`src/inc/ohlp_pkg.sv`:
```
package ohlp_pkg;
    localparam int unsigned ADDR_W        = 8;
    localparam int unsigned DATA_W        = 32;
    localparam logic [7:0]  CTL_CUR_OFS   = 8'h24;
    localparam logic [7:0]  BULK_HEAD_OFS = 8'h28;
    localparam logic [31:0] CTL_CUR_RST   = 32'h0000_0000;
    localparam logic [31:0] BULK_HEAD_RST = 32'h0000_0000;
    localparam logic [31:0] PTR_MASK      = 32'hFFFF_FFF0;
    localparam logic [31:0] END_OF_LIST   = 32'h0000_0000;
    localparam logic [31:0] RD_UNMAPPED   = 32'h0000_0000;
    localparam int unsigned PTR_LSB       = 4;
    localparam int unsigned RSVD_MSB      = 3;
    localparam int unsigned FILLED_BIT    = 1;
    localparam int unsigned CLE_BIT       = 4;

    typedef enum logic [1:0] {
        OHLP_SRC_HOLD,
        OHLP_SRC_NEXT,
        OHLP_SRC_HEAD,
        OHLP_SRC_HOST
    } ohlp_src_e;
endpackage : ohlp_pkg

```
`src/core/ohlp_list_ptrs.sv`:
```
//Contract
//- control current register holds served descriptor address in bits 31:4.
//- after serving a control descriptor, advance current pointer to next.
//- each frame resumes control list at the current pointer, not head.
//- at list end sample filled flag bit 1; clear flag leaves pointer.
//- at list end with flag set, load head into current, clear flag.
//- with list enable set, software only reads; reads give live value.
//- control current starts at zero; zero means end of control list.
//- bulk head register at 28h, read/write, pointer in bits 31:4.
//- bulk list traversal begins at the bulk head pointer.
//- bulk head pointer loads from host comm area during initialisation.
//- control head gives control list start and end-of-list reload value.
`timescale 1ns/1ps
module ohlp_list_ptrs (
    input  wire logic                        clk_sys_i,
    input  wire logic                        arst_n_i,
    input  wire logic [ohlp_pkg::ADDR_W-1:0] reg_addr_i,
    input  wire logic                        reg_wr_i,
    input  wire logic [ohlp_pkg::DATA_W-1:0] reg_wdata_i,
    input  wire logic                        reg_rd_i,
    input  wire logic [ohlp_pkg::DATA_W-1:0] controller_config_i,
    input  wire logic [ohlp_pkg::DATA_W-1:0] command_status_i,
    input  wire logic [ohlp_pkg::DATA_W-1:0] ctl_head_i,
    input  wire logic                        frame_start_i,
    input  wire logic                        desc_served_i,
    input  wire logic [ohlp_pkg::DATA_W-1:0] next_desc_i,
    input  wire logic                        end_of_list_i,
    input  wire logic                        comm_area_load_i,
    input  wire logic [ohlp_pkg::DATA_W-1:0] comm_area_bulk_head_i,
    input  wire logic                        bulk_start_i,
    output logic [ohlp_pkg::DATA_W-1:0]      reg_rdata_o,
    output logic                             reg_rvalid_o,
    output logic [ohlp_pkg::DATA_W-1:0]      ctl_current_o,
    output logic                             ctl_pending_o,
    output logic                             ctl_resume_o,
    output logic [ohlp_pkg::DATA_W-1:0]      ctl_resume_ptr_o,
    output logic                             filled_clear_o,
    output logic                             bulk_trav_o,
    output logic [ohlp_pkg::DATA_W-1:0]      bulk_trav_ptr_o
);
    import ohlp_pkg::*;

    logic              ctl_cur_wr;
    logic              bulk_head_wr;
    logic              cle;
    logic              list_filled;
    logic              host_cur_ok;
    ohlp_src_e         cur_src;

    logic [DATA_W-1:0] ctl_cur_d;
    logic [DATA_W-1:0] ctl_cur_q;
    logic              filled_clr_d;
    logic              filled_clr_q;
    logic              pending_d;
    logic [DATA_W-1:0] bulk_head_d;
    logic [DATA_W-1:0] bulk_head_q;
    logic              resume_d;
    logic              resume_q;
    logic [DATA_W-1:0] resume_ptr_d;
    logic [DATA_W-1:0] resume_ptr_q;
    logic              btrav_d;
    logic              btrav_q;
    logic [DATA_W-1:0] btrav_ptr_d;
    logic [DATA_W-1:0] btrav_ptr_q;

    ohlp_reg_port u_reg_port (
        .clk_sys_i      (clk_sys_i),
        .arst_n_i       (arst_n_i),
        .reg_addr_i     (reg_addr_i),
        .reg_wr_i       (reg_wr_i),
        .reg_rd_i       (reg_rd_i),
        .ctl_cur_i      (ctl_cur_q),
        .bulk_head_i    (bulk_head_q),
        .ctl_cur_wr_o   (ctl_cur_wr),
        .bulk_head_wr_o (bulk_head_wr),
        .rdata_o        (reg_rdata_o),
        .rvalid_o       (reg_rvalid_o)
    );

    // control current pointer: source select and next value
    always_comb begin
        cle         = controller_config_i[CLE_BIT];
        list_filled = command_status_i[FILLED_BIT];
        host_cur_ok = ctl_cur_wr && !cle;
        if (host_cur_ok) begin
            cur_src = OHLP_SRC_HOST;
        end else if (end_of_list_i && list_filled) begin
            cur_src = OHLP_SRC_HEAD;
        end else if (end_of_list_i) begin
            cur_src = OHLP_SRC_HOLD;
        end else if (desc_served_i) begin
            cur_src = OHLP_SRC_NEXT;
        end else begin
            cur_src = OHLP_SRC_HOLD;
        end
        filled_clr_d = (cur_src == OHLP_SRC_HEAD);
        unique case (cur_src)
            OHLP_SRC_HOST: ctl_cur_d = reg_wdata_i & PTR_MASK;
            OHLP_SRC_HEAD: ctl_cur_d = ctl_head_i & PTR_MASK;
            OHLP_SRC_NEXT: ctl_cur_d = next_desc_i & PTR_MASK;
            OHLP_SRC_HOLD: ctl_cur_d = ctl_cur_q;
        endcase
        pending_d = (ctl_cur_d != END_OF_LIST);
    end

    // bulk head pointer, frame resume and bulk traversal start
    always_comb begin
        if (comm_area_load_i) begin
            bulk_head_d = comm_area_bulk_head_i & PTR_MASK;
        end else if (bulk_head_wr) begin
            bulk_head_d = reg_wdata_i & PTR_MASK;
        end else begin
            bulk_head_d = bulk_head_q;
        end
        resume_d     = frame_start_i;
        resume_ptr_d = frame_start_i ? ctl_cur_q : resume_ptr_q;
        btrav_d      = bulk_start_i;
        btrav_ptr_d  = bulk_start_i ? bulk_head_q : btrav_ptr_q;
    end

    always_ff @(posedge clk_sys_i or negedge arst_n_i) begin
        if (!arst_n_i) begin
            ctl_cur_q    <= CTL_CUR_RST;
            filled_clr_q <= 1'b0;
            bulk_head_q  <= BULK_HEAD_RST;
            resume_q     <= 1'b0;
            resume_ptr_q <= END_OF_LIST;
            btrav_q      <= 1'b0;
            btrav_ptr_q  <= END_OF_LIST;
        end else begin
            ctl_cur_q    <= ctl_cur_d;
            filled_clr_q <= filled_clr_d;
            bulk_head_q  <= bulk_head_d;
            resume_q     <= resume_d;
            resume_ptr_q <= resume_ptr_d;
            btrav_q      <= btrav_d;
            btrav_ptr_q  <= btrav_ptr_d;
        end
    end

    // pending flag registered alongside the pointer
    logic pending_q;
    always_ff @(posedge clk_sys_i or negedge arst_n_i) begin
        if (!arst_n_i) begin
            pending_q <= 1'b0;
        end else begin
            pending_q <= pending_d;
        end
    end

    assign ctl_current_o    = ctl_cur_q;
    assign ctl_pending_o    = pending_q;
    assign filled_clear_o   = filled_clr_q;
    assign ctl_resume_o     = resume_q;
    assign ctl_resume_ptr_o = resume_ptr_q;
    assign bulk_trav_o      = btrav_q;
    assign bulk_trav_ptr_o  = btrav_ptr_q;
endmodule : ohlp_list_ptrs

```
`src/core/ohlp_reg_port.sv`:
```
`timescale 1ns/1ps
module ohlp_reg_port (
    input  wire logic                         clk_sys_i,
    input  wire logic                         arst_n_i,
    input  wire logic [ohlp_pkg::ADDR_W-1:0]  reg_addr_i,
    input  wire logic                         reg_wr_i,
    input  wire logic                         reg_rd_i,
    input  wire logic [ohlp_pkg::DATA_W-1:0]  ctl_cur_i,
    input  wire logic [ohlp_pkg::DATA_W-1:0]  bulk_head_i,
    output logic                              ctl_cur_wr_o,
    output logic                              bulk_head_wr_o,
    output logic [ohlp_pkg::DATA_W-1:0]       rdata_o,
    output logic                              rvalid_o
);
    import ohlp_pkg::*;

    logic [DATA_W-1:0] rdata_d;
    logic [DATA_W-1:0] rdata_q;
    logic              rvalid_d;
    logic              rvalid_q;

    // write strobes per register
    always_comb begin
        ctl_cur_wr_o   = reg_wr_i && (reg_addr_i == CTL_CUR_OFS);
        bulk_head_wr_o = reg_wr_i && (reg_addr_i == BULK_HEAD_OFS);
    end

    // read samples the live register value, unmapped reads return zero
    always_comb begin
        rvalid_d = reg_rd_i;
        rdata_d  = rdata_q;
        if (reg_rd_i) begin
            unique case (reg_addr_i)
                CTL_CUR_OFS:   rdata_d = ctl_cur_i;
                BULK_HEAD_OFS: rdata_d = bulk_head_i;
                default:       rdata_d = RD_UNMAPPED;
            endcase
        end
    end

    always_ff @(posedge clk_sys_i or negedge arst_n_i) begin
        if (!arst_n_i) begin
            rdata_q  <= RD_UNMAPPED;
            rvalid_q <= 1'b0;
        end else begin
            rdata_q  <= rdata_d;
            rvalid_q <= rvalid_d;
        end
    end

    assign rdata_o  = rdata_q;
    assign rvalid_o = rvalid_q;
endmodule : ohlp_reg_port

```
`config.mk`:
```
export PLATFORM = sky130hd
export DESIGN_NAME = ohlp_list_ptrs
export DESIGN_NICKNAME = d
export VERILOG_FILES = /design/src/inc/ohlp_pkg.sv /design/src/core/ohlp_list_ptrs.sv /design/src/core/ohlp_reg_port.sv
export SDC_FILE = /design/constraint.sdc
export NUM_CORES = 1
export LEC_CHECK = 0
export ABC_AREA = 0
export BUFFER_PORTS_ARGS = -buffer_cell sky130_fd_sc_hd__buf_4
export CAP_MARGIN = 5
export CORE_AREA = 4 4 130 132
export CTS_BUF_LIST = sky130_fd_sc_hd__clkbuf_8
export DETAILED_ROUTE_END_ITERATION = 8
export DIE_AREA = 0 0 134 136
export PLACE_DENSITY = 0.78
export SLEW_MARGIN = 20
export SYNTH_ARGS = -nofsm -noshare
export SYNTH_HDL_FRONTEND = slang
export SYNTH_SLANG_ARGS = --single-unit
export TNS_END_PERCENT = 10
```
`constraint.sdc`:
```
create_clock -name clk_sys_i -period 2.6 [get_ports clk_sys_i]
set_clock_uncertainty 0.05 [all_clocks]
set_input_delay 0.26 -clock clk_sys_i [delete_from_list [all_inputs] [get_ports clk_sys_i]]
set_output_delay 0.26 -clock clk_sys_i [all_outputs]
set_load 0.02 [all_outputs]
```
==> flow_summary.html, run 1 <==
<table>
<tr><th>Metric</th><th>Value</th></tr>
<tr><th colspan="2">Outcome</th></tr>
<tr><td>Status</td><td>finished, final reports clean</td></tr>
<tr><th colspan="2">Power</th></tr>
<tr><td>Total power after layout</td><td>6528 uW</td></tr>
<tr><td>Share of total power in the clock network</td><td>0.334</td></tr>
<tr><td>Worst vdd ir</td><td>0.3010 mV</td></tr>
<tr><td>Internal Pwr Total</td><td>4646 uW</td></tr>
<tr><td>Standby leakage power</td><td>0.004719 uW</td></tr>
<tr><td>Fraction of power spent switching nets</td><td>0.2882</td></tr>
<tr><td>Share of power burned in combinational logic</td><td>0.220</td></tr>
<tr><td>Power density cells</td><td>676.8 nW/um2</td></tr>
<tr><td>Net switching component of the power</td><td>1881 uW</td></tr>
<tr><td>Sequential share of power</td><td>0.447</td></tr>
<tr><th colspan="2">Placement</th></tr>
<tr><td>Detailed Place HPWL</td><td>15.20 mm</td></tr>
<tr><td>Setup slack after placement</td><td>-0.1067 ns</td></tr>
<tr><td>Number of port buffers</td><td>259</td></tr>
<tr><td>GP Congestion</td><td>0.8316</td></tr>
<tr><td>Number of instances in the placed design</td><td>1015</td></tr>
<tr><th colspan="2">Yosys</th></tr>
<tr><td>Sequential area share after synthesis</td><td>0.5766</td></tr>
<tr><td>Main synth FF type</td><td>sky130_fd_sc_hd__dfrtp_1</td></tr>
<tr><td>Share of the synthesized area in the top cell type</td><td>0.5766</td></tr>
<tr><td>Mean post-synth cell area</td><td>12.00 um2</td></tr>
<tr><td>Top area cells in the synthesized netlist</td><td>sky130_fd_sc_hd__dfrtp_1 58%, sky130_fd_sc_hd__mux2_2 12%, sky130_fd_sc_hd__mux2i_1 4.3%</td></tr>
<tr><td>Number of synthesized flops with an enable pin</td><td>0</td></tr>
<tr><td>Register bit count reported by yosys</td><td>157</td></tr>
<tr><td>Gate count of the mapped netlist</td><td>568</td></tr>
<tr><td>Async set-reset flop share out of synthesis</td><td>1.000</td></tr>
<tr><td>Dominant cell type by area after synthesis</td><td>sky130_fd_sc_hd__dfrtp_1</td></tr>
<tr><td>Warnings, synthesis</td><td>0</td></tr>
<tr><td>Number of distinct library cell variants in the gate-level netlist after synthesis</td><td>36</td></tr>
<tr><td>Leading cell type by number of instances after synthesis</td><td>sky130_fd_sc_hd__dfrtp_1</td></tr>
<tr><td>Mapped Area</td><td>6814 um2</td></tr>
<tr><td>List of most frequent post-synthesis cells</td><td>157 x sky130_fd_sc_hd__dfrtp_1, 75 x sky130_fd_sc_hd__mux2_2, 38 x sky130_fd_sc_hd__a22oi_1, 38 x sky130_fd_sc_hd__nand2_1, 38 x sky130_fd_sc_hd__nor2_1</td></tr>
<tr><th colspan="2">CTS</th></tr>
<tr><td>Clock latency at the later pin of the worst-skew pair</td><td>0.45 ns</td></tr>
<tr><td>Post-cts gate resize count</td><td>0</td></tr>
<tr><td>Clock-pin slew reported for the worst setup and hold paths after clock tree synthesis</td><td>0.09 ns</td></tr>
<tr><td>Post-CTS Setup Bufs</td><td>0</td></tr>
<tr><td>Number of buffers added by the clock tree synthesis step</td><td>17</td></tr>
<tr><td>Bufs on Longest Clock Path</td><td>2</td></tr>
<tr><td>Clock sinks</td><td>157</td></tr>
<tr><td>Root cell of the clock tree</td><td>sky130_fd_sc_hd__clkbuf_8</td></tr>
<tr><td>H-tree lvl count</td><td>4</td></tr>
<tr><td>Clock tree from TritonCTS</td><td>done</td></tr>
<tr><th colspan="2">Final layout</th></tr>
<tr><td>Synthesis-to-layout area growth</td><td>41.55%</td></tr>
<tr><td>Multi-input gate area</td><td>2701 um2</td></tr>
<tr><td>Final antenna diode count</td><td>0</td></tr>
<tr><td>Number of filler instances in the final layout</td><td>1299</td></tr>
<tr><td>Proportion of layout cells with a drive suffix above 1</td><td>0.4686</td></tr>
<tr><td>Final-stage net count</td><td>1039</td></tr>
<tr><td>Post-Layout Cell Count</td><td>1059</td></tr>
<tr><td>Final core occ</td><td>0.6139</td></tr>
<tr><td>Area occupied by registers</td><td>3929 um2</td></tr>
<tr><th colspan="2">Timing</th></tr>
<tr><td>RSZ-0062 raised after global routing</td><td>no</td></tr>
<tr><td>Minimum clock period</td><td>2.306 ns</td></tr>
<tr><td>Minimum hold slack</td><td>0.03068 ns</td></tr>
<tr><td>Final worst slack</td><td>0.2941 ns</td></tr>
<tr><td>Count of endpoints failing setup in the final report</td><td>0</td></tr>
<tr><td>Final period utilization</td><td>0.8869</td></tr>
<tr><td>Maximum clock rate</td><td>433.7 MHz</td></tr>
<tr><td>Number of hold violations in the final report</td><td>0</td></tr>
<tr><td>Least-Margin Pin Slew</td><td>0.7490 ns</td></tr>
<tr><td>Max-slew violation count</td><td>0</td></tr>
<tr><td>Worst relative slew slack</td><td>0.4995</td></tr>
<tr><th colspan="2">Detailed routing</th></tr>
<tr><td>Number of routed nets with antenna violations</td><td>0</td></tr>
<tr><td>Wire length after detailed routing</td><td>21.20 mm</td></tr>
<tr><td>Initial DRT Pass Iterations</td><td>6</td></tr>
<tr><td>Number of remaining DRC errors</td><td>0</td></tr>
<tr><td>Routed wire length per instance</td><td>20.02 um</td></tr>
<tr><td>Starting DRT DRC Count</td><td>359</td></tr>
<tr><td>Via count</td><td>5598</td></tr>
<tr><td>Per-cell via count in the routed design</td><td>5.286</td></tr>
<tr><th colspan="2">GRT</th></tr>
<tr><td>Pin count of the biggest net entering global routing</td><td>76</td></tr>
<tr><td>Overflow left after global routing</td><td>0</td></tr>
<tr><td>GRT Overall Usage</td><td>0.2337</td></tr>
<tr><td>Initial antenna violation count</td><td>0</td></tr>
<tr><td>Vias in the first global route</td><td>5918</td></tr>
<tr><td>First-pass GRT wire length</td><td>32.76 mm</td></tr>
<tr><th colspan="2">Floorplan</th></tr>
<tr><td>IO Pins</td><td>342</td></tr>
<tr><td>Initial standard-cell utilization of the core</td><td>0.4337</td></tr>
<tr><td>Die boundary width</td><td>134 um</td></tr>
<tr><td>Die height</td><td>136 um</td></tr>
<tr><td>Core region area</td><td>15710 um2</td></tr>
<tr><td>Count of standard-cell rows</td><td>46</td></tr>
<tr><td>Area enclosed by the die boundary</td><td>18220 um2</td></tr>
<tr><th colspan="2">Min path</th></tr>
<tr><td>Min-Delay Path Class</td><td>primary input to register</td></tr>
<tr><th colspan="2">Worst setup path</th></tr>
<tr><td>CP Data Arrival Time</td><td>2.57 ns</td></tr>
<tr><td>Endpoint kind of the worst setup timing path</td><td>register</td></tr>
<tr><td>Largest stage delay, worst path</td><td>0.56 ns</td></tr>
<tr><td>Series of cell instances along the critical path</td><td>a221o_1 &gt; mux2_2 &gt; or4_1 &gt; nor4_2 &gt; buf_4 &gt; nand4_1</td></tr>
<tr><td>Launching element type of the critical path</td><td>register</td></tr>
<tr><td>Highest net fanout along the worst path</td><td>4</td></tr>
<tr><td>Slowest stage cell, crit path</td><td>sky130_fd_sc_hd__or4_1</td></tr>
<tr><td>Setup Crit Path Kind</td><td>register to register</td></tr>
<tr><td>Crit path required time</td><td>2.86 ns</td></tr>
<tr><th colspan="2">Job</th></tr>
<tr><td>Max-capacitance violation count</td><td>0</td></tr>
</table>
-- layout make-up --
class,count,share of cell area
multi-input cells,361,0.2801
clock buffers,17,0.02426
well taps,216,0.02802
clock inverters,15,0.02517
inverters,4,0.001557
flip-flops and latches,157,0.4073
repair buffers,289,0.2336
-- metrics by stage --
step	area (um2)	TNS (ns)
2_1_floorplan	6825	0
6_report	9646	0
3_3_place_gp	9049	-0.06349
3_5_place_dp	9049	-0.1067
4_1_cts	9646	0
5_1_grt	9646	0
-- power groups by stage --
stage                     Clock (uW)  Sequential [uW]  Combinational, uW
after floorplan                    0             3200                424
after global placement             0             2950               1410
after detailed placement           0             2960               1440
after CTS                       2220             2920               1450
after global routing            2320             2950               1540
final                           2180             2910               1440
-- metal layers --
layer	wire, um	vias up	track usage	part of all wire
met4	426	0	0.08057	0.020
met1	8743	2745	0.2999	0.41
li1	-	2595	-	-
met3	1670	25	0.06292	0.079
met5	0	-	0	0
met2	10360	233	0.3852	0.49
-- timing repair --
item | in CTS | in global routing
endpoints found under the setup margin | 0 | 0
hold buffers | 12 | 0
endpoints found under the hold margin | 73 | 0
-- worst paths after layout --
path	startpoint	endpoint	slack (ns)	cells after the start
min reg2reg	bulk_head_q[15]	bulk_head_q[15]	0.46	2
max in group asynchronous	arst_n_i	filled_clear_o	1.36	3
min in group asynchronous	arst_n_i	ctl_resume_ptr_o[27]	0.30	2
max reg2reg	ctl_current_o[16]	ctl_pending_o	0.29	6
min	reg_wdata_i[18]	ctl_current_o[18]	0.03	2
max	ctl_current_o[16]	ctl_pending_o	0.29	6
-- sequential cells by signal, summed over array words and instances, names as in the netlist --
name,count
u_reg_port.rvalid_o,1
bulk_trav_o,1
filled_clear_o,1
ctl_resume_ptr_o,32
bulk_trav_ptr_o,28
ctl_resume_o,1
bulk_head_q,28
u_reg_port.rdata_o,32
ctl_current_o,32
ctl_pending_o,1
-- critical path: cells and delay by family (launching register included) --
kind                   cells  cell delay [ns]
and+or+nand+nor            3             0.93
DFF                        1             0.44
AOI/OAI and AO/OA          1             0.33
muxes                      1             0.27
buffers and inverters      1             0.15
-- cells in the final DEF (no fill, tap or decap), types with 2 or more instances in the layout --
cell                              n
sky130_fd_sc_hd__buf_4          272
sky130_fd_sc_hd__dfrtp_1        157
sky130_fd_sc_hd__mux2_2          75
sky130_fd_sc_hd__a22oi_1         38
sky130_fd_sc_hd__nand2_1         38
sky130_fd_sc_hd__nor2_1          38
sky130_fd_sc_hd__a21oi_1         28
sky130_fd_sc_hd__mux2i_1         28
sky130_fd_sc_hd__and3_1          22
sky130_fd_sc_hd__o21ai_0         20
sky130_fd_sc_hd__a221o_1         18
sky130_fd_sc_hd__clkbuf_8        17
sky130_fd_sc_hd__o21ai_1         12
sky130_fd_sc_hd__dlygate4sd3_1   12
sky130_fd_sc_hd__a31oi_1         10
sky130_fd_sc_hd__inv_1            6
sky130_fd_sc_hd__bufinv_16        6
sky130_fd_sc_hd__nand3_1          5
sky130_fd_sc_hd__conb_1           4
sky130_fd_sc_hd__buf_12           4
sky130_fd_sc_hd__mux2_4           3
sky130_fd_sc_hd__or4_1            3
sky130_fd_sc_hd__inv_6            3
sky130_fd_sc_hd__and2_1           2
sky130_fd_sc_hd__nor4_1           2
sky130_fd_sc_hd__clkinvlp_4       2
-- cells by family (layout without fill, tap and decap cells) --
group,after synthesis,in the layout,share of synthesized area
buffers and inverters,53,325,0.03415
other,1,4,0.0005503
and+or+nand+nor,123,123,0.09328
AOI/OAI and AO/OA,127,127,0.1223
DFF,157,157,0.5766
muxes,107,107,0.1732
(Power assumes the default switching activity.)
==> inputs of run 2 (changes only) <==
--- a/config.mk
+++ b/config.mk
@@ -8,13 +8,13 @@
 export ABC_AREA = 0
 export BUFFER_PORTS_ARGS = -buffer_cell sky130_fd_sc_hd__buf_4
 export CAP_MARGIN = 5
-export CORE_AREA = 4 4 130 132
+export CORE_AREA = 4 4 131 133
 export CTS_BUF_LIST = sky130_fd_sc_hd__clkbuf_8
 export DETAILED_ROUTE_END_ITERATION = 8
-export DIE_AREA = 0 0 134 136
-export PLACE_DENSITY = 0.78
-export SLEW_MARGIN = 20
+export DIE_AREA = 0 0 135 137
+export PLACE_DENSITY = 0.79
 export SYNTH_ARGS = -nofsm -noshare
 export SYNTH_HDL_FRONTEND = slang
+export SYNTH_HIERARCHICAL = 1
 export SYNTH_SLANG_ARGS = --single-unit
 export TNS_END_PERCENT = 10
==> run 2 against run 1 <==
  * The flow now finishes with violations (negative setup slack)
  * Total power shrank 5.1%
  * Core utilization rose by 3.2 points
  * Cell area grew 6.1%
  * Fmax fell by 14%
  * Clock power shrank 13%
  * Via count increased by 8.5%
  * Critical path depth grew 6
  * Hold slack better by 0.014 ns
  * Wire length up 14%
  * Final cell count is 5.1% higher
==> flow_summary.html, run 2 <==
<table>
<tr><th>Metric</th><th>Value</th></tr>
<tr><th colspan="2">Outcome</th></tr>
<tr><td>Status</td><td>finished with violations</td></tr>
<tr><td>Violated checks</td><td>negative setup slack</td></tr>
<tr><th colspan="2">Floorplan</th></tr>
<tr><td>Die boundary width</td><td>135 um (+0.75%)</td></tr>
<tr><td>Initial standard-cell utilization of the core</td><td>0.4502 (+0.01653)</td></tr>
<tr><td>Count of standard-cell rows</td><td>46 (unchanged)</td></tr>
<tr><td>Core region area</td><td>15830 um2 (+0.73%)</td></tr>
<tr><td>Area enclosed by the die boundary</td><td>18500 um2 (+1.5%)</td></tr>
<tr><td>Die height</td><td>137 um (+0.74%)</td></tr>
<tr><td>IO Pins</td><td>342 (unchanged)</td></tr>
<tr><th colspan="2">Timing</th></tr>
<tr><td>Final period utilization</td><td>1.030 (+0.1426)</td></tr>
<tr><td>Fin Setup TNS</td><td>-0.07674 ns (-0.07674 ns)</td></tr>
<tr><td>Number of hold violations in the final report</td><td>0 (unchanged)</td></tr>
<tr><td>Maximum clock rate</td><td>373.6 MHz (-14%)</td></tr>
<tr><td>Final worst slack</td><td>-0.07674 ns (-0.3709 ns)</td></tr>
<tr><td>Least-Margin Pin Slew</td><td>0.6270 ns (-0.1221 ns)</td></tr>
<tr><td>Max-slew violation count</td><td>0 (unchanged)</td></tr>
<tr><td>RSZ-0062 raised after global routing</td><td>yes</td></tr>
<tr><td>Worst relative slew slack</td><td>0.5820 (+0.08248)</td></tr>
<tr><td>Minimum clock period</td><td>2.677 ns (+0.3709 ns)</td></tr>
<tr><td>Count of endpoints failing setup in the final report</td><td>1 (+1)</td></tr>
<tr><th colspan="2">Yosys</th></tr>
<tr><td>Number of distinct library cell variants in the gate-level netlist after synthesis</td><td>40 (+11%)</td></tr>
<tr><td>Register bit count reported by yosys</td><td>157 (unchanged)</td></tr>
<tr><td>List of most frequent post-synthesis cells</td><td>157 x sky130_fd_sc_hd__dfrtp_1, 60 x sky130_fd_sc_hd__mux2_2, 56 x sky130_fd_sc_hd__a22oi_1</td></tr>
<tr><td>Mapped Area</td><td>7126 um2 (+4.6%)</td></tr>
<tr><td>Mean post-synth cell area</td><td>12.12 um2 (+1.0%)</td></tr>
<tr><td>Dominant cell type by area after synthesis</td><td>sky130_fd_sc_hd__dfrtp_1</td></tr>
<tr><td>Share of the synthesized area in the top cell type</td><td>0.5514 (-0.02521)</td></tr>
<tr><td>Leading cell type by number of instances after synthesis</td><td>sky130_fd_sc_hd__dfrtp_1</td></tr>
<tr><td>Main synth FF type</td><td>sky130_fd_sc_hd__dfrtp_1</td></tr>
<tr><td>Async set-reset flop share out of synthesis</td><td>1.000 (unchanged)</td></tr>
<tr><td>Top area cells in the synthesized netlist</td><td>sky130_fd_sc_hd__dfrtp_1 55%, sky130_fd_sc_hd__mux2_2 9.5%, sky130_fd_sc_hd__a22oi_1 5.9%</td></tr>
<tr><td>Gate count of the mapped netlist</td><td>588 (+3.5%)</td></tr>
<tr><td>Warnings, synthesis</td><td>6 (+6)</td></tr>
<tr><td>Sequential area share after synthesis</td><td>0.5514 (-0.02521)</td></tr>
<tr><td>Number of synthesized flops with an enable pin</td><td>0 (unchanged)</td></tr>
<tr><th colspan="2">Detailed routing</th></tr>
<tr><td>Initial DRT Pass Iterations</td><td>5 (-1)</td></tr>
<tr><td>Number of routed nets with antenna violations</td><td>0 (unchanged)</td></tr>
<tr><td>Routed wire length per instance</td><td>21.63 um (+8.0%)</td></tr>
<tr><td>Starting DRT DRC Count</td><td>380 (+5.8%)</td></tr>
<tr><td>Number of remaining DRC errors</td><td>0 (unchanged)</td></tr>
<tr><td>Via count</td><td>6072 (+8.5%)</td></tr>
<tr><td>Wire length after detailed routing</td><td>24.07 mm (+14%)</td></tr>
<tr><td>Per-cell via count in the routed design</td><td>5.456 (+3.2%)</td></tr>
<tr><th colspan="2">Final layout</th></tr>
<tr><td>Number of filler instances in the final layout</td><td>1238 (-4.7%)</td></tr>
<tr><td>Commonest cells after routing, fill and taps aside</td><td>282 x sky130_fd_sc_hd__buf_4, 157 x sky130_fd_sc_hd__dfrtp_1, 60 x sky130_fd_sc_hd__mux2_2</td></tr>
<tr><td>Most common cell after layout, fill and taps aside</td><td>sky130_fd_sc_hd__buf_4</td></tr>
<tr><td>Final antenna diode count</td><td>0 (unchanged)</td></tr>
<tr><td>Final-stage net count</td><td>1093 (+5.2%)</td></tr>
<tr><td>Proportion of layout cells with a drive suffix above 1</td><td>0.4872 (+0.01861)</td></tr>
<tr><td>Synthesis-to-layout area growth</td><td>43.56%</td></tr>
<tr><th colspan="2">Power</th></tr>
<tr><td>Total power after layout</td><td>6198 uW (-5.1%)</td></tr>
<tr><td>Worst vdd ir</td><td>0.4107 mV (+36%)</td></tr>
<tr><td>Standby leakage power</td><td>0.004675 uW (-0.93%)</td></tr>
<tr><td>Power density cells</td><td>605.9 nW/um2 (-10%)</td></tr>
<tr><th colspan="2">CTS</th></tr>
<tr><td>Bufs on Longest Clock Path</td><td>2 (unchanged)</td></tr>
<tr><td>Clock latency at the later pin of the worst-skew pair</td><td>0.45 ns (about the same)</td></tr>
<tr><td>Clock tree from TritonCTS</td><td>done</td></tr>
<tr><td>Number of buffers added by the clock tree synthesis step</td><td>17 (unchanged)</td></tr>
<tr><td>H-tree lvl count</td><td>4 (unchanged)</td></tr>
<tr><td>Root cell of the clock tree</td><td>sky130_fd_sc_hd__clkbuf_8</td></tr>
<tr><td>Clock sinks</td><td>157 (unchanged)</td></tr>
<tr><td>Clock-pin slew reported for the worst setup and hold paths after clock tree synthesis</td><td>0.08 ns (about the same)</td></tr>
<tr><th colspan="2">Worst setup path</th></tr>
<tr><td>Setup Crit Path Kind</td><td>primary input to register</td></tr>
<tr><td>Series of cell instances along the critical path</td><td>buf_6 &gt; or4b_4 &gt; nor3_4 &gt; and3_4 &gt; nor2b_4 &gt; buf_6 &gt; nor3_4 &gt; buf_4 &gt; a221o_1 &gt; or4_4 &gt; nor4_4 &gt; nand4_1</td></tr>
<tr><td>Endpoint kind of the worst setup timing path</td><td>register</td></tr>
<tr><td>Launching element type of the critical path</td><td>primary input</td></tr>
<tr><td>Highest net fanout along the worst path</td><td>8 (+4)</td></tr>
<tr><td>Crit path required time</td><td>2.87 ns (about the same)</td></tr>
<tr><td>Slowest stage cell, crit path</td><td>sky130_fd_sc_hd__or4b_4</td></tr>
<tr><td>CP Data Arrival Time</td><td>2.95 ns (+0.38 ns)</td></tr>
<tr><td>Largest stage delay, worst path</td><td>0.54 ns (-0.02 ns)</td></tr>
<tr><td>Worst path buffer plus inverter count</td><td>3 (+2)</td></tr>
<tr><td>Cell family contributing the most delay on the critical path</td><td>simple AND/OR/NAND/NOR gates</td></tr>
<tr><th colspan="2">GRT</th></tr>
<tr><td>First-pass GRT wire length</td><td>35.84 mm (+9.4%)</td></tr>
<tr><td>Initial antenna violation count</td><td>0 (unchanged)</td></tr>
<tr><td>GRT Overall Usage</td><td>0.2562 (+0.02247)</td></tr>
<tr><td>Pin count of the biggest net entering global routing</td><td>67 (-12%)</td></tr>
<tr><td>Vias in the first global route</td><td>6246 (+5.5%)</td></tr>
<tr><td>Overflow left after global routing</td><td>0 (unchanged)</td></tr>
<tr><th colspan="2">Placement</th></tr>
<tr><td>Number of port buffers</td><td>259 (unchanged)</td></tr>
<tr><td>GP Congestion</td><td>0.8046 (-3.2%)</td></tr>
<tr><td>Detailed Place HPWL</td><td>17.08 mm (+12%)</td></tr>
<tr><th colspan="2">Min path</th></tr>
<tr><td>Min-Delay Path Class</td><td>primary input to register</td></tr>
<tr><th colspan="2">Job</th></tr>
<tr><td>Max-capacitance violation count</td><td>0 (unchanged)</td></tr>
</table>
-- run 2: cell types whose count changed in the layout (fill, tap and decap cells not counted), sizes merged, moves of 14 or more --
cell	delta
a22oi	+18
and3	-16
buf	+19
dlygate4sd3	+17
inv	+24
mux2	-18
nand3b	+14
nor2	-33
o22ai	+32
-- run 2: through the flow --
step	setup slack [ns]	utilization	instance area, um2	hold WS [ns]	cells
6_report	-0.07674	0.6463	10230	0.04441	1113
5_1_grt	-0.1090	0.6463	10230	0.03447	1113
4_1_cts	0.004567	0.6386	10110	0.01060	1105
3_5_place_dp	-0.5118	0.5885	9315	0.2517	1038
3_3_place_gp	-0.4350	0.5885	9315	0.2544	1038
2_1_floorplan	-0.1496	-	7191	-0.08559	595
-- run 2: worst paths after layout --
path / end / start / slack (ns) / depth (start not counted)
setup / recovery: ctl_pending_o / reg_addr_i[1] / -0.08 / 12
hold / removal: ctl_current_o[12] / reg_wdata_i[12] / 0.04 / 2
setup reg to reg: ctl_pending_o / ctl_current_o[12] / 0.79 / 4
hold reg to reg: ctl_resume_ptr_o[10] / ctl_resume_ptr_o[10] / 0.46 / 1
max in group asynchronous: bulk_trav_ptr_o[27] / arst_n_i / 1.40 / 3
min in group asynchronous: u_reg_port/rdata_o[6] / arst_n_i / 0.32 / 2
-- run 2: area by class of cell --
type	instances	area, um2	share of cell area
Timing Repair Buffer	325	2600	0.2542
Tap cell	216	270.3	0.02642
Clock buffer	22	302.8	0.02960
Clock inverter	10	112.6	0.01101
Sequential cell	157	3929	0.3841
Inverter	32	120.1	0.01174
Multi-Input combinational cell	351	2895	0.2830
-- run 2: timing repair --
item                       in CTS  in global routing
hold buffers                   29                  0
pin swaps                       4                 13
hold endpoints to repair       91                  0
setup endpoints to repair       1                  1
resized for setup               9                 12
buffers inserted                6                  8
-- run 2: kinds of logic (layout without fill, tap and decap cells) --
family | Yosys count | count (layout) | share of synthesized area
DFF | 157 | 157 | 0.5514
AOI/OAI and AO/OA | 160 | 160 | 0.1749
buffers and inverters | 87 | 389 | 0.05970
muxes | 89 | 89 | 0.1356
and+or+nand+nor | 94 | 94 | 0.07797
other | 1 | 8 | 0.0005263
-- run 2: routing by layer --
metal  share of wire  track usage  up-vias
met5               0            0        -
met4           0.017      0.07167        0
met3           0.082      0.06728       32
met2            0.51       0.4497      258
met1            0.39       0.3134     3045
li1                -            -     2737
-- run 2: worst register-to-register path, cell delays in order, from the launching register on --
cell	delay (ns)
sky130_fd_sc_hd__dfrtp_1	0.46
sky130_fd_sc_hd__a221o_1	0.36
sky130_fd_sc_hd__or4_4	0.55
sky130_fd_sc_hd__nor4_4	0.14
sky130_fd_sc_hd__nand4_1	0.12
-- run 2: power breakdown --
part	switching (uW)	total [uW]	internal, uW	leakage (uW)
Sequential	198	2880	2680	0.00198
Clock	925	1900	976	0.000204
Combinational	733	1420	688	0.00249
Total	1860	6200	4340	0.00467
==> inputs of run 3 (changes only) <==
--- a/config.mk
+++ b/config.mk
@@ -13,6 +13,7 @@
 export DETAILED_ROUTE_END_ITERATION = 8
 export DIE_AREA = 0 0 135 137
 export PLACE_DENSITY = 0.79
+export SETUP_SLACK_MARGIN = 0.1
 export SYNTH_ARGS = -nofsm -noshare
 export SYNTH_HDL_FRONTEND = slang
 export SYNTH_HIERARCHICAL = 1
==> run 3 against run 2 <==
  * Setup slack improved by 0.050 ns
  * Non-clock buffer count down 7
  * Sequential power about the same
  * Core utilization down 0.59 points
  * Clock-buffer cell count stayed put
  * Die area is the same
  * The run still ends with negative setup slack left
  * Via count fell by 0.59%
  * Highest routed layer unchanged
  * Clock power hardly changed
  * Cell area decreased by 0.91%
  * First-iteration DRC count down 8.2%
  * Sequential share of layout area is 0.35 points higher
==> flow_summary.html, run 3 (synthesis results as in run 2) <==
<table>
<tr><th>Metric</th><th>Value</th></tr>
<tr><th colspan="2">Outcome</th></tr>
<tr><td>Status</td><td>finished with violations</td></tr>
<tr><td>Violated checks</td><td>negative setup slack</td></tr>
<tr><th colspan="2">GRT</th></tr>
<tr><td>First-pass GRT wire length</td><td>35.85 mm (about the same)</td></tr>
<tr><td>Initial antenna violation count</td><td>0 (unchanged)</td></tr>
<tr><td>Vias in the first global route</td><td>6252 (+0.096%)</td></tr>
<tr><td>Pin count of the biggest net entering global routing</td><td>67 (unchanged)</td></tr>
<tr><td>Overflow left after global routing</td><td>0 (unchanged)</td></tr>
<tr><td>GRT Overall Usage</td><td>0.2562 (unchanged)</td></tr>
<tr><th colspan="2">Power</th></tr>
<tr><td>Net switching component of the power</td><td>1852 uW (-0.24%)</td></tr>
<tr><td>Power density cells</td><td>609.5 nW/um2 (+0.60%)</td></tr>
<tr><td>Sequential share of power</td><td>0.465 (about the same)</td></tr>
<tr><td>Internal Pwr Total</td><td>4327 uW (-0.34%)</td></tr>
<tr><td>Share of total power in the clock network</td><td>0.308 (about the same)</td></tr>
<tr><td>Share of power burned in combinational logic</td><td>0.226 (-0.003)</td></tr>
<tr><td>Worst vdd ir</td><td>0.4111 mV (about the same)</td></tr>
<tr><td>Standby leakage power</td><td>0.004628 uW (-1.0%)</td></tr>
<tr><td>Total power after layout</td><td>6179 uW (-0.31%)</td></tr>
<tr><td>Fraction of power spent switching nets</td><td>0.2997 (about the same)</td></tr>
<tr><th colspan="2">Worst setup path</th></tr>
<tr><td>Crit path required time</td><td>2.87 ns (about the same)</td></tr>
<tr><td>Cell depth of the worst flop-to-flop path</td><td>4 (unchanged)</td></tr>
<tr><td>Endpoint kind of the worst setup timing path</td><td>register</td></tr>
<tr><td>Setup Crit Path Kind</td><td>primary input to register</td></tr>
<tr><td>Highest net fanout along the worst path</td><td>7 (-1)</td></tr>
<tr><td>Launching element type of the critical path</td><td>primary input</td></tr>
<tr><td>CP Data Arrival Time</td><td>2.90 ns (-0.05 ns)</td></tr>
<tr><th colspan="2">Timing</th></tr>
<tr><td>Final period utilization</td><td>1.010 (-0.01936)</td></tr>
<tr><td>Count of endpoints failing setup in the final report</td><td>1 (unchanged)</td></tr>
<tr><td>Fin Setup TNS</td><td>-0.02641 ns (+0.05033 ns)</td></tr>
<tr><td>RSZ-0062 raised after global routing</td><td>yes</td></tr>
<tr><td>Number of hold violations in the final report</td><td>0 (unchanged)</td></tr>
<tr><td>Max-slew violation count</td><td>0 (unchanged)</td></tr>
<tr><td>Minimum hold slack</td><td>0.04649 ns (+0.002086 ns)</td></tr>
<tr><td>Maximum clock rate</td><td>380.7 MHz (+1.9%)</td></tr>
<tr><td>Minimum clock period</td><td>2.626 ns (-0.05033 ns)</td></tr>
<tr><td>Final worst slack</td><td>-0.02641 ns (+0.05033 ns)</td></tr>
<tr><td>Worst relative slew slack</td><td>0.5834 (+0.001404)</td></tr>
<tr><td>Least-Margin Pin Slew</td><td>0.6249 ns (-0.002107 ns)</td></tr>
<tr><th colspan="2">Detailed routing</th></tr>
<tr><td>Initial DRT Pass Iterations</td><td>5 (unchanged)</td></tr>
<tr><td>Via count</td><td>6036 (-0.59%)</td></tr>
<tr><td>Routed wire length per instance</td><td>21.65 um (about the same)</td></tr>
<tr><td>Per-cell via count in the routed design</td><td>5.458 (about the same)</td></tr>
<tr><td>Wire length after detailed routing</td><td>23.95 mm (-0.53%)</td></tr>
<tr><td>Number of routed nets with antenna violations</td><td>0 (unchanged)</td></tr>
<tr><td>Starting DRT DRC Count</td><td>349 (-8.2%)</td></tr>
<tr><td>Number of remaining DRC errors</td><td>0 (unchanged)</td></tr>
<tr><th colspan="2">Floorplan</th></tr>
<tr><td>Count of standard-cell rows</td><td>46 (unchanged)</td></tr>
<tr><td>Area enclosed by the die boundary</td><td>18500 um2 (unchanged)</td></tr>
<tr><td>Die boundary width</td><td>135 um (unchanged)</td></tr>
<tr><td>Die height</td><td>137 um (unchanged)</td></tr>
<tr><td>IO Pins</td><td>342 (unchanged)</td></tr>
<tr><td>Initial standard-cell utilization of the core</td><td>0.4502 (unchanged)</td></tr>
<tr><td>Core region area</td><td>15830 um2 (unchanged)</td></tr>
<tr><th colspan="2">Final layout</th></tr>
<tr><td>Cell area after layout</td><td>10140 um2 (-0.91%)</td></tr>
<tr><td>Commonest cells after routing, fill and taps aside</td><td>281 x sky130_fd_sc_hd__buf_4, 157 x sky130_fd_sc_hd__dfrtp_1, 60 x sky130_fd_sc_hd__mux2_2</td></tr>
<tr><td>Synthesis-to-layout area growth</td><td>42.26%</td></tr>
<tr><td>Number of filler instances in the final layout</td><td>1252 (+1.1%)</td></tr>
<tr><td>Most common cell after layout, fill and taps aside</td><td>sky130_fd_sc_hd__buf_4</td></tr>
<tr><td>Proportion of layout cells with a drive suffix above 1</td><td>0.4831 (-0.004033)</td></tr>
<tr><td>Final antenna diode count</td><td>0 (unchanged)</td></tr>
<tr><td>Final-stage net count</td><td>1086 (-0.64%)</td></tr>
<tr><th colspan="2">Placement</th></tr>
<tr><td>Detailed Place HPWL</td><td>17.08 mm (unchanged)</td></tr>
<tr><td>Placement Cell Area</td><td>9315 um2 (unchanged)</td></tr>
<tr><td>Number of port buffers</td><td>259 (unchanged)</td></tr>
<tr><td>GP Congestion</td><td>0.8046 (unchanged)</td></tr>
<tr><th colspan="2">CTS</th></tr>
<tr><td>Clock latency at the later pin of the worst-skew pair</td><td>0.44 ns (about the same)</td></tr>
<tr><td>Clock tree from TritonCTS</td><td>done</td></tr>
<tr><td>Bufs on Longest Clock Path</td><td>2 (unchanged)</td></tr>
<tr><td>Number of buffers added by the clock tree synthesis step</td><td>17 (unchanged)</td></tr>
<tr><td>Root cell of the clock tree</td><td>sky130_fd_sc_hd__clkbuf_8</td></tr>
<tr><td>Clock sinks</td><td>157 (unchanged)</td></tr>
<tr><td>Clock-pin slew reported for the worst setup and hold paths after clock tree synthesis</td><td>0.08 ns (about the same)</td></tr>
<tr><td>H-tree lvl count</td><td>4 (unchanged)</td></tr>
<tr><th colspan="2">Min path</th></tr>
<tr><td>Min-Delay Path Class</td><td>primary input to register</td></tr>
<tr><td>Instance count along the most critical hold path</td><td>2 (unchanged)</td></tr>
<tr><th colspan="2">Job</th></tr>
<tr><td>Max-capacitance violation count</td><td>0 (unchanged)</td></tr>
</table>
## run 3: metal layers
| layer | GRT usage | vias up | share of wire |
|---|---|---|---|
| met3 | 0.06728 | 31 | 0.080 |
| met5 | 0 | - | 0 |
| li1 | - | 2725 | - |
| met4 | 0.07167 | 0 | 0.016 |
| met2 | 0.4497 | 240 | 0.51 |
| met1 | 0.3134 | 3040 | 0.39 |
## run 3: critical path, cell delays in order
cell	delay (ns)
sky130_fd_sc_hd__buf_4	0.11
sky130_fd_sc_hd__or4b_4	0.54
sky130_fd_sc_hd__nor3_4	0.14
sky130_fd_sc_hd__and3_4	0.20
sky130_fd_sc_hd__nor2b_4	0.20
sky130_fd_sc_hd__buf_12	0.14
sky130_fd_sc_hd__buf_4	0.12
sky130_fd_sc_hd__a21oi_1	0.04
sky130_fd_sc_hd__a221o_1	0.29
sky130_fd_sc_hd__or4_4	0.53
sky130_fd_sc_hd__nor4_4	0.22
sky130_fd_sc_hd__nand4_1	0.10
## run 3: path summary, 6_finish.rpt
kind	from	endpoint	slack (ns)
max	reg_addr_i[4]	ctl_pending_o	-0.03
min in group asynchronous	arst_n_i	u_reg_port/rdata_o[6]	0.33
min	reg_wdata_i[12]	ctl_current_o[12]	0.05
min reg2reg	ctl_resume_ptr_o[10]	ctl_resume_ptr_o[10]	0.46
max in group asynchronous	arst_n_i	bulk_trav_ptr_o[27]	1.40
max reg2reg	ctl_current_o[7]	ctl_pending_o	0.72
## run 3: layout make-up
| type | instances | area, um2 | area share |
|---|---|---|---|
| timing repair buffer | 318 | 2516 | 0.2482 |
| tap | 216 | 270.3 | 0.02666 |
| multi-input combinational | 351 | 2887 | 0.2847 |
| inverter | 32 | 120.1 | 0.01185 |
| clock buffer | 22 | 302.8 | 0.02987 |
| sequential | 157 | 3929 | 0.3876 |
| clock inverter | 10 | 112.6 | 0.01111 |
## run 3: through the flow
step / utilization / worst slack, ns / std cells
2_1_floorplan: - / -0.1496 / 595
3_3_place_gp: 0.5885 / -0.4350 / 1038
3_5_place_dp: 0.5885 / -0.5118 / 1038
4_1_cts: 0.6391 / 0.01257 / 1106
5_1_grt: 0.6405 / -0.1045 / 1106
6_report: 0.6405 / -0.02641 / 1106
## run 3: what timing repair did
action / 4_1_cts / 5_1_grt
setup buffers: 7 / 0
pin swaps: 5 / 1
hold buffers: 29 / 0
gates resized for setup: 9 / 4
gates cloned: 0 / 0
hold endpoints to repair: 91 / 0
setup endpoints to repair: 1 / 1
## run 3: power groups by stage
stage          registers [uW]  clock network, uW  logic (uW)
2_1_floorplan            3110                  0         424
3_3_place_gp             2910                  0        1330
3_5_place_dp             2920                  0        1350
4_1_cts                  2870               1930        1400
5_1_grt                  2910               2030        1490
6_report                 2880               1900        1400
